==> src/design/wam_pkg.sv <==
// Constants for the wide addressing extension: bus map, field positions,
// opcodes, reset values and instruction timing.
// Assumes a 50 MHz core clock and 16-bit instruction words, bit 1 = MSB.
package wam_pkg;

    localparam int CLK_MHZ = 50;

    // Register map, byte addresses on the 32-bit slave
    localparam logic [3:0] OFS_CTRL = 4'h0;
    localparam logic [3:0] OFS_STATUS = 4'h4;
    localparam logic [3:0] OFS_PC = 4'h8;

    // Control register fields and reset value
    localparam int CTRL_FITTED_BIT = 0;
    localparam logic CTRL_FITTED_RST = 1'b1;

    // Status register fields
    localparam int STAT_EXTEND_BIT = 0;
    localparam int STAT_PRIOR_BIT = 1;
    localparam int STAT_LEAVE_BIT = 2;
    localparam int STAT_BUSY_BIT = 3;

    // Instruction word fields (printed bit n sits at index 16-n)
    localparam int IW_INDIRECT_BIT = 15;
    localparam int IW_INDEX_BIT = 14;
    localparam int IW_SECTOR_BIT = 9;
    localparam int IW_OPC_HI = 13;
    localparam int IW_OPC_LO = 10;
    localparam int SECTOR_LSB = 9;

    // Memory reference opcodes in word bits 13..10
    localparam logic [3:0] OPC_JUMP = 4'h1;
    localparam logic [3:0] OPC_STORE_RET = 4'h8;
    localparam logic [3:0] OPC_SENSE = 4'hc;

    // Function field of the prior-mode sense (octal 0120)
    localparam logic [9:0] SENSE_PRIOR_FN = 10'h050;

    // Default generic encodings; not printed, so overridable at the top
    localparam logic [15:0] ENTER_CODE_DEF = 16'h0013;
    localparam logic [15:0] LEAVE_CODE_DEF = 16'h0009;

    // Instruction times
    localparam int ENTER_TIME_NS = 1700;
    localparam int SENSE_TIME_NS = 3400;
    localparam int CNT_W = 8;
    localparam logic [CNT_W-1:0] ENTER_CYCLES = CNT_W'((ENTER_TIME_NS * CLK_MHZ) / 1000);
    localparam logic [CNT_W-1:0] SENSE_CYCLES = CNT_W'((SENSE_TIME_NS * CLK_MHZ) / 1000);

    typedef enum logic [1:0] {
        WAM_ST_IDLE = 2'b00,
        WAM_ST_BUSY = 2'b01,
        WAM_ST_FINISH = 2'b11
    } wam_state_e;

endpackage

==> src/design/wam_wide_addr.sv <==
// Wide addressing extension of the processor: 15-bit program counter,
// extend and prior-mode flags, mode instructions, store-return and
// prior-mode sense, with an Avalon-MM register slave.
// Assumes the core pulses its execute, interrupt and clear strobes for
// one cycle and waits for o_instr_done on every decoded instruction.
`timescale 1ns/1ns
`default_nettype none

// Functional notes
// - Program counter becomes fifteen bits when the memory expansion is fitted.
// - High counter bit drives the address MSB line for nonzero sectors.
// - In extend mode the indirect word index position is an address bit.
// - Extend mode allows one index step, instruction bit 2, applied last.
// - Mode instructions set or clear extend; a program interrupt sets it.
// - Interrupt copies current extend mode into the prior-mode flag.
// - Prior-mode flag clears on non-extend interrupt and on master clear.
// - Extend-mode store-return saves fifteen counter bits, keeps word bit 1.
// - Enter instruction sets extend mode, taking one 1.7 us instruction time.
// - Leave takes effect only after a jump executes in the existing mode.
// - Prior-mode sense skips when the flag is set; takes 3.4 us.
module wam_wide_addr #(
    parameter logic [15:0] ENTER_CODE = wam_pkg::ENTER_CODE_DEF,
    parameter logic [15:0] LEAVE_CODE = wam_pkg::LEAVE_CODE_DEF
) (
    input wire logic i_core_clk,
    input wire logic i_rst,
    // Avalon-MM slave
    input wire logic [3:0] i_avs_address,
    input wire logic i_avs_read,
    input wire logic i_avs_write,
    input wire logic [31:0] i_avs_writedata,
    output logic [31:0] o_avs_readdata,
    output logic o_avs_waitrequest,
    // Core strobes
    input wire logic i_instr_valid,
    input wire logic [15:0] i_instr_word,
    input wire logic i_int_taken,
    input wire logic i_master_clear,
    input wire logic i_pc_load,
    input wire logic [14:0] i_pc_value,
    input wire logic i_pc_incr,
    input wire logic [15:0] i_ret_old_word,
    // Address formation request
    input wire logic i_ea_req,
    input wire logic i_ea_from_indirect,
    input wire logic [15:0] i_ea_indirect_word,
    input wire logic [14:0] i_ea_index_value,
    // Results
    output logic [14:0] o_pc,
    output logic o_pc_high_extension_bit,
    output logic o_extend_mode,
    output logic o_prior_mode_flag,
    output logic [14:0] o_ea,
    output logic o_memory_address_msb_line,
    output logic o_ea_valid,
    output logic [15:0] o_ret_store_word,
    output logic o_instr_done,
    output logic o_skip
);
    logic fitted_q;
    logic extend_q;
    logic prior_q;
    logic leave_pend_q;
    logic [14:0] pc_q;
    logic [14:0] pc_d;
    logic [14:0] ea_q;
    logic [14:0] ea_d;
    logic ea_valid_q;
    logic [15:0] ret_word_q;
    logic done_q;
    logic skip_q;
    logic skip_pend_q;
    logic wait_q;
    logic [31:0] rdata_q;
    logic [31:0] rdata_d;
    wam_pkg::wam_state_e state_q;
    logic timer_start;
    logic [wam_pkg::CNT_W-1:0] timer_cycles;
    logic timer_expired;
    logic [3:0] opc;
    logic is_enter;
    logic is_leave;
    logic is_sense;
    logic is_jump;
    logic is_store_ret;
    logic bus_wr;
    logic bus_rd;

    assign opc = i_instr_word[wam_pkg::IW_OPC_HI:wam_pkg::IW_OPC_LO];
    assign is_enter = (i_instr_word == ENTER_CODE);
    assign is_leave = (i_instr_word == LEAVE_CODE);
    assign is_sense = (opc == wam_pkg::OPC_SENSE)
        && (i_instr_word[9:0] == wam_pkg::SENSE_PRIOR_FN);
    assign is_jump = (opc == wam_pkg::OPC_JUMP);
    assign is_store_ret = (opc == wam_pkg::OPC_STORE_RET);
    assign bus_wr = i_avs_write && !wait_q;
    assign bus_rd = i_avs_read && wait_q;

    // Avalon handshake: waitrequest drops for exactly one cycle per access
    always_ff @(posedge i_core_clk or posedge i_rst)
    begin
        if (i_rst)
            wait_q <= 1'b1;
        else
            wait_q <= !((i_avs_read || i_avs_write) && wait_q);
    end

    always_comb
    begin
        rdata_d = 32'h0000_0000;
        case (i_avs_address)
            wam_pkg::OFS_CTRL:
                rdata_d[wam_pkg::CTRL_FITTED_BIT] = fitted_q;
            wam_pkg::OFS_STATUS:
            begin
                rdata_d[wam_pkg::STAT_EXTEND_BIT] = extend_q;
                rdata_d[wam_pkg::STAT_PRIOR_BIT] = prior_q;
                rdata_d[wam_pkg::STAT_LEAVE_BIT] = leave_pend_q;
                rdata_d[wam_pkg::STAT_BUSY_BIT] = (state_q != wam_pkg::WAM_ST_IDLE);
            end
            wam_pkg::OFS_PC:
                rdata_d[14:0] = pc_q;
            default:
                rdata_d = 32'h0000_0000;
        endcase
    end

    always_ff @(posedge i_core_clk or posedge i_rst)
    begin
        if (i_rst)
            rdata_q <= 32'h0000_0000;
        else if (bus_rd)
            rdata_q <= rdata_d;
    end

    // Expansion-fitted control; without it the counter stays at 14 bits
    always_ff @(posedge i_core_clk or posedge i_rst)
    begin
        if (i_rst)
            fitted_q <= wam_pkg::CTRL_FITTED_RST;
        else if (bus_wr && i_avs_address == wam_pkg::OFS_CTRL)
            fitted_q <= i_avs_writedata[wam_pkg::CTRL_FITTED_BIT];
    end

    // Program counter
    always_comb
    begin
        if (i_pc_load)
            pc_d = i_pc_value;
        else if (i_pc_incr)
            pc_d = 15'(pc_q + 15'h0001);
        else
            pc_d = pc_q;
        if (!fitted_q)
            pc_d[14] = 1'b0;
    end

    always_ff @(posedge i_core_clk or posedge i_rst)
    begin
        if (i_rst)
            pc_q <= 15'h0000;
        else
            pc_q <= pc_d;
    end

    // Extend mode; interrupt wins over any instruction in the same cycle
    always_ff @(posedge i_core_clk or posedge i_rst)
    begin
        if (i_rst)
        begin
            extend_q <= 1'b0;
            leave_pend_q <= 1'b0;
        end
        else if (i_int_taken)
        begin
            extend_q <= 1'b1;
            leave_pend_q <= 1'b0;
        end
        else if (i_instr_valid)
        begin
            if (is_enter)
            begin
                extend_q <= 1'b1;
                leave_pend_q <= 1'b0;
            end
            else if (is_leave)
                leave_pend_q <= 1'b1;
            else if (is_jump && leave_pend_q)
            begin
                // The jump itself still ran in extend mode
                extend_q <= 1'b0;
                leave_pend_q <= 1'b0;
            end
        end
    end

    // Prior-mode flag
    always_ff @(posedge i_core_clk or posedge i_rst)
    begin
        if (i_rst)
            prior_q <= 1'b0;
        else if (i_int_taken)
            prior_q <= extend_q;
        else if (i_master_clear)
            prior_q <= 1'b0;
    end

    // Store-return word
    always_ff @(posedge i_core_clk or posedge i_rst)
    begin
        if (i_rst)
            ret_word_q <= 16'h0000;
        else if (i_instr_valid && is_store_ret)
        begin
            if (extend_q)
                ret_word_q <= {i_ret_old_word[15], pc_q};
            else
                ret_word_q <= {i_ret_old_word[15:14], pc_q[13:0]};
        end
    end

    wam_ea_former u_ea (
        .i_extend(extend_q),
        .i_fitted(fitted_q),
        .i_pc(pc_q),
        .i_instr_word(i_instr_word),
        .i_from_indirect(i_ea_from_indirect),
        .i_indirect_word(i_ea_indirect_word),
        .i_index_value(i_ea_index_value),
        .o_ea(ea_d)
    );

    always_ff @(posedge i_core_clk or posedge i_rst)
    begin
        if (i_rst)
        begin
            ea_q <= 15'h0000;
            ea_valid_q <= 1'b0;
        end
        else
        begin
            ea_valid_q <= i_ea_req;
            if (i_ea_req)
                ea_q <= ea_d;
        end
    end

    // Instruction timing: only the enter and sense instructions are stretched
    assign timer_start = i_instr_valid && (state_q == wam_pkg::WAM_ST_IDLE)
        && (is_enter || is_sense);
    assign timer_cycles = is_sense ? wam_pkg::SENSE_CYCLES : wam_pkg::ENTER_CYCLES;

    wam_cycle_timer u_timer (
        .i_core_clk(i_core_clk),
        .i_rst(i_rst),
        .i_start(timer_start),
        .i_cycles(timer_cycles),
        .o_expired(timer_expired)
    );

    always_ff @(posedge i_core_clk or posedge i_rst)
    begin
        if (i_rst)
            state_q <= wam_pkg::WAM_ST_IDLE;
        else
        begin
            case (state_q)
                wam_pkg::WAM_ST_IDLE:
                    if (i_instr_valid)
                        state_q <= timer_start ? wam_pkg::WAM_ST_BUSY : wam_pkg::WAM_ST_FINISH;
                wam_pkg::WAM_ST_BUSY:
                    if (timer_expired)
                        state_q <= wam_pkg::WAM_ST_FINISH;
                wam_pkg::WAM_ST_FINISH:
                    state_q <= wam_pkg::WAM_ST_IDLE;
                default:
                    state_q <= wam_pkg::WAM_ST_IDLE;
            endcase
        end
    end

    // Skip decision sampled at decode so a later interrupt cannot change it
    always_ff @(posedge i_core_clk or posedge i_rst)
    begin
        if (i_rst)
            skip_pend_q <= 1'b0;
        else if (i_instr_valid && state_q == wam_pkg::WAM_ST_IDLE)
            skip_pend_q <= is_sense && prior_q;
    end

    always_ff @(posedge i_core_clk or posedge i_rst)
    begin
        if (i_rst)
        begin
            done_q <= 1'b0;
            skip_q <= 1'b0;
        end
        else
        begin
            done_q <= (state_q == wam_pkg::WAM_ST_FINISH);
            skip_q <= (state_q == wam_pkg::WAM_ST_FINISH) && skip_pend_q;
        end
    end

    assign o_avs_readdata = rdata_q;
    assign o_avs_waitrequest = wait_q;
    assign o_pc = pc_q;
    assign o_pc_high_extension_bit = pc_q[14];
    assign o_extend_mode = extend_q;
    assign o_prior_mode_flag = prior_q;
    assign o_ea = ea_q;
    assign o_memory_address_msb_line = ea_q[14];
    assign o_ea_valid = ea_valid_q;
    assign o_ret_store_word = ret_word_q;
    assign o_instr_done = done_q;
    assign o_skip = skip_q;
endmodule // wam_wide_addr
`default_nettype wire

==> src/design/wam_cycle_timer.sv <==
// Down counter that marks the end of a fixed instruction time.
// Assumes a one-cycle start pulse while idle.
`timescale 1ns/1ns
`default_nettype none
module wam_cycle_timer (
    input wire logic i_core_clk,
    input wire logic i_rst,
    input wire logic i_start,
    input wire logic [wam_pkg::CNT_W-1:0] i_cycles,
    output logic o_expired
);
    logic [wam_pkg::CNT_W-1:0] count_q;
    logic running_q;

    always_ff @(posedge i_core_clk or posedge i_rst)
    begin
        if (i_rst)
        begin
            count_q <= '0;
            running_q <= 1'b0;
        end
        else if (i_start)
        begin
            // Start edge, finish state and done register take the last three
            count_q <= i_cycles - wam_pkg::CNT_W'(3);
            running_q <= 1'b1;
        end
        else if (running_q)
        begin
            if (count_q == '0)
                running_q <= 1'b0;
            else
                count_q <= count_q - wam_pkg::CNT_W'(1);
        end
    end

    assign o_expired = running_q && (count_q == '0);
endmodule // wam_cycle_timer
`default_nettype wire

==> src/design/wam_ea_former.sv <==
// Effective address formation for normal and extend modes.
// Pure combinational; the caller registers the result.
`timescale 1ns/1ns
`default_nettype none
module wam_ea_former (
    input wire logic i_extend,
    input wire logic i_fitted,
    input wire logic [14:0] i_pc,
    input wire logic [15:0] i_instr_word,
    input wire logic i_from_indirect,
    input wire logic [15:0] i_indirect_word,
    input wire logic [14:0] i_index_value,
    output logic [14:0] o_ea
);
    logic [14:0] direct_addr;
    logic [14:0] base_addr;
    logic [14:0] sum_addr;
    logic use_index;

    always_comb
    begin
        // Sector zero never sees the high page bit; others take it from the counter
        if (i_instr_word[wam_pkg::IW_SECTOR_BIT])
            direct_addr = {i_pc[14:wam_pkg::SECTOR_LSB],
                i_instr_word[wam_pkg::SECTOR_LSB-1:0]};
        else
            direct_addr = {6'h00, i_instr_word[wam_pkg::SECTOR_LSB-1:0]};
        if (!i_from_indirect)
            base_addr = direct_addr;
        else if (i_extend)
            base_addr = i_indirect_word[14:0];
        else
            base_addr = {i_pc[14], i_indirect_word[13:0]};
        // Extend mode: one index step, from the instruction only, applied last
        if (i_extend)
            use_index = i_instr_word[wam_pkg::IW_INDEX_BIT];
        else if (i_from_indirect)
            use_index = i_indirect_word[wam_pkg::IW_INDEX_BIT];
        else
            use_index = i_instr_word[wam_pkg::IW_INDEX_BIT];
        sum_addr = use_index ? 15'(base_addr + i_index_value) : base_addr;
        o_ea = i_fitted ? sum_addr : {1'b0, sum_addr[13:0]};
    end
endmodule // wam_ea_former
`default_nettype wire

==> config.mk <==
export PLATFORM = sky130hd
export DESIGN_NAME = wam_wide_addr
export DESIGN_NICKNAME = d
export VERILOG_FILES = /design/src/design/wam_pkg.sv /design/src/design/wam_wide_addr.sv /design/src/design/wam_cycle_timer.sv /design/src/design/wam_ea_former.sv
export SDC_FILE = /design/constraint.sdc
export NUM_CORES = 1
export LEC_CHECK = 0
export BUFFER_PORTS_ARGS = -buffer_cell sky130_fd_sc_hd__buf_2
export CELL_PAD_IN_SITES_DETAIL_PLACEMENT = 1
export CELL_PAD_IN_SITES_GLOBAL_PLACEMENT = 2
export CORE_UTILIZATION = 27
export DETAILED_ROUTE_END_ITERATION = 10
export PLACE_DENSITY_LB_ADDON = 0.1
export SYNTH_ARGS = -nofsm -noshare
export SYNTH_HDL_FRONTEND = slang
export SYNTH_SLANG_ARGS = --single-unit
==> constraint.sdc <==
create_clock -name i_core_clk -period 3.33 [get_ports i_core_clk]
set_input_delay 0.8325 -clock i_core_clk [delete_from_list [all_inputs] [get_ports i_core_clk]]
set_output_delay 0.8325 -clock i_core_clk [all_outputs]
set_load 0.02 [all_outputs]
==> flow_metrics.env <==
export IMPL_tightest_slew_ns=0.9314
export IMPL_track_usage=0.1746
export IMPL_rsz0062_at_grt="no"
export IMPL_period_needed_ns=2.900
export IMPL_synth_seq_cells=81
export IMPL_grt_overflow=0
export IMPL_reg2reg_slack_ns=0.76
export IMPL_cts_hold_fix_buffers=0
export IMPL_ys_flop_type="dfrtp_1"
export IMPL_final_common_cell="buf_2"
export IMPL_max_stage_delay_ns=0.40
export IMPL_drt_pass1_iter_count=6
export IMPL_synth_area_mm2=0.004745
export IMPL_portBuffers=147
export IMPL_setup_violations=0
export IMPL_die_y_um=134.6
export IMPL_cellPowerDensity_mw_per_mm2=564.7
export IMPL_post_cts_setup_buffer_count=0
export IMPL_place_area_mm2=0.005753
export IMPL_seq_area_frac_synth=0.4277
export IMPL_fillers=2017
export IMPL_area_growth_pct=28.19
export IMPL_final_area_mm2=0.006082
export IMPL_combPwrFrac=0.287
export IMPL_met2_length_um=7214
export IMPL_synth_edf_count=0
export IMPL_final_cell_mix="buf_2 (147), nand2_1 (84), dfrtp_1 (79)"
export IMPL_status="finished clean"
export IMPL_die_area_mm2=0.01811
export IMPL_worstReg2RegEnd="o_ea[14]"
export IMPL_cts_buffer_depth=2
export IMPL_path_max_fanout=7
export IMPL_grt_pass1_wl_um=24250
export IMPL_clk_pin_slew_ns=0.06
export IMPL_crit_start="i_ea_from_indirect"
export IMPL_pre_cts_slack_ns=0.04813
export IMPL_grt_max_degree=43
export IMPL_setup_ws_ns=0.4302
export IMPL_syn_inst=508
export IMPL_fin_skew_ns=0.004526
export IMPL_cts_buffers_inserted=9
export IMPL_antennaDiodeCount=0
export IMPL_hold_viol=0
export IMPL_row_count=48
export IMPL_m1WireLength_um=6973
export IMPL_rr_startpoint="o_pc[9]"
export IMPL_clk_latency_ns=0.34
export IMPL_cts_sinks=81
export IMPL_fin_nets=804
export IMPL_vias=4215
export IMPL_top_layer="met5"
export IMPL_die_width_um=134.6
export IMPL_wire_per_inst_um=16.89
export IMPL_viasPerCell=4.736
export IMPL_drv_slew=0
export IMPL_hp_class="register to register"
export IMPL_critPathKind="primary input to register"
export IMPL_path_depth=11
export IMPL_start_util=0.2753
export IMPL_slowest_stage="o32ai_1"
export IMPL_slew_limit_headroom=0.3703
export IMPL_antenna_left=0
export IMPL_antenna_found_initial=1
export IMPL_cp_required_ns=3.57
export IMPL_htreeDepth=3
export IMPL_drt_initial_drc_count=107
export IMPL_ir_drop_mv=0.2559
export IMPL_cts_resized=0
export IMPL_drc=0
export IMPL_wl_um=15040
export IMPL_async_flop_share=1.000
export IMPL_switching_share=0.3404
export IMPL_power_mw=3.435
export IMPL_pwr_share_clk=0.326
export IMPL_setup_tns_ns=0
export IMPL_io_pins=211
export IMPL_crit_buf_inv=2
export IMPL_grt_pass1_vias=4504
export IMPL_p_sw_mw=1.169
export IMPL_cts_root_buf="clkbuf_16"
export IMPL_cp_top_family="compound AO/OA/AOI/OAI gates"
export IMPL_drv_cap=0
export IMPL_crit_end="o_ea[14]"
export IMPL_end_kind="register"
export IMPL_wl_met3_um=558
export IMPL_drive_gt1_frac=0.3248
export IMPL_yosys_warnings=0
export IMPL_p_leak_nw=2.948
export IMPL_ys_types=54
export IMPL_syn_area_per_cell_um2=9.340
export IMPL_start_kind="primary input"
export IMPL_p_int_mw=2.265
export IMPL_r2r_cells=8
export IMPL_gp_congestion=0.8169
export IMPL_arrival_ns=3.14
export IMPL_cts_tree="yes"
export IMPL_max_freq_mhz=344.9
export IMPL_seq_power_share=0.387
export IMPL_cp_cell_sequence="buf_2 -> mux2_2 -> ha_1 -> inv_1 -> fa_1 -> nor2b_1 -> o2111ai_1 -> a21oi_1 -> o32ai_1 -> xnor2_1 -> o221a_2"
export IMPL_core_mm2=0.01724
export IMPL_hpwl_um=11800
export IMPL_period_share=0.8708
[cells by family (layout without fill, tap and decap cells)]
family	after synthesis	after routing	synth area share
DFF	81	81	0.4277
buffers and inverters	51	192	0.05644
other	1	17	0.0007904
xor gates and xnor gates	30	30	0.05538
muxes	37	37	0.08465
AOI/OAI and AO/OA	103	103	0.1371
adders and majority gates	18	18	0.04905
and+or+nand+nor	187	187	0.1888
[area by class of cell]
class,count,area (um^2),area share
Timing Repair Buffer,163,868.3,0.1428
Clock buffer,11,252.7,0.04156
Tap cell,225,281.5,0.04629
Clock inverter,4,76.32,0.01255
Multi-Input combinational cell,392,2520,0.4143
Inverter,14,53.80,0.008846
Sequential cell,81,2029,0.3337
[power groups by stage]
| stage | registers (mW) | clock network, mW | logic (mW) |
|---|---|---|---|
| after floorplan | 1.46 | 0 | 0.529 |
| after global routing | 1.36 | 1.19 | 1.09 |
| after global placement | 1.34 | 0 | 0.977 |
| after detailed placement | 1.35 | 0 | 0.998 |
| after CTS | 1.33 | 1.15 | 1.00 |
| final | 1.33 | 1.12 | 0.986 |
[per-layer routing]
layer  global-route usage  vias up
li1                     -     2056
met1               0.2256     2037
met2               0.2916      101
met3              0.02853       19
met4              0.06742        2
met5                    0        -
[worst reg2reg max path, stage by stage, from the launching register on]
cell,delay [ns]
dfrtp_1,0.51
nand2_1,0.09
o21ai_0,0.34
ha_1,0.40
a21oi_1,0.18
o21ai_0,0.17
o32ai_1,0.41
xnor2_1,0.13
o221a_2,0.23
[sequential cells by signal (all words and copies together), names as in the netlist, 2 cells and up]
register and count:
o_pc 15, o_ea 15, o_ret_store_word 16, u_timer.count_q 8, state_q 2, o_avs_readdata 15
[synth_stat cells (all sizes together), types with 4 or more instances]
| library cell | instances | area [um^2] |
|---|---|---|
| nor3 | 11 | 55.05 |
| nor2b | 6 | 37.54 |
| dfrtp | 79 | 1977 |
| buf | 23 | 162.7 |
| and2 | 7 | 43.79 |
| nor2 | 31 | 116.4 |
| mux2 | 25 | 281.5 |
| a21o | 4 | 30.03 |
| mux2i | 12 | 120.1 |
| nor4 | 5 | 43.79 |
| o21a | 5 | 37.54 |
| clkbuf | 14 | 52.55 |
| inv | 13 | 48.80 |
| o21ai | 41 | 205.2 |
| nand4 | 5 | 31.28 |
| ha | 17 | 212.7 |
| xnor2 | 16 | 140.1 |
| nand2 | 84 | 315.3 |
| xor2 | 14 | 122.6 |
| nand3 | 12 | 60.06 |
| a21oi | 26 | 130.1 |
| and3 | 9 | 56.30 |
[worst min path at each step]
stage	from	to	slack [ns]	cells past startpoint
2_1_floorplan	skip_pend_q	skip_pend_q	0.44	2
3_3_place_gp	skip_pend_q	skip_pend_q	0.45	2
3_5_place_dp	o_avs_readdata[10]	o_avs_readdata[10]	0.47	2
4_1_cts	o_avs_readdata[10]	o_avs_readdata[10]	0.48	2
5_1_grt	o_avs_waitrequest	o_avs_waitrequest	0.50	1
6_report	o_avs_readdata[10]	o_avs_readdata[10]	0.47	2
[stage by stage]
stage	hold WS [ns]	utilization	instances
CTS	0.4807	0.3529	890
global route	0.4978	0.3529	890
detailed placement	0.4667	0.3338	875
floorplan	0.4402	-	524
global placement	0.4541	0.3338	875
finish	0.4718	0.3529	890
No activity file was read; power rests on OpenSTA's default activity.
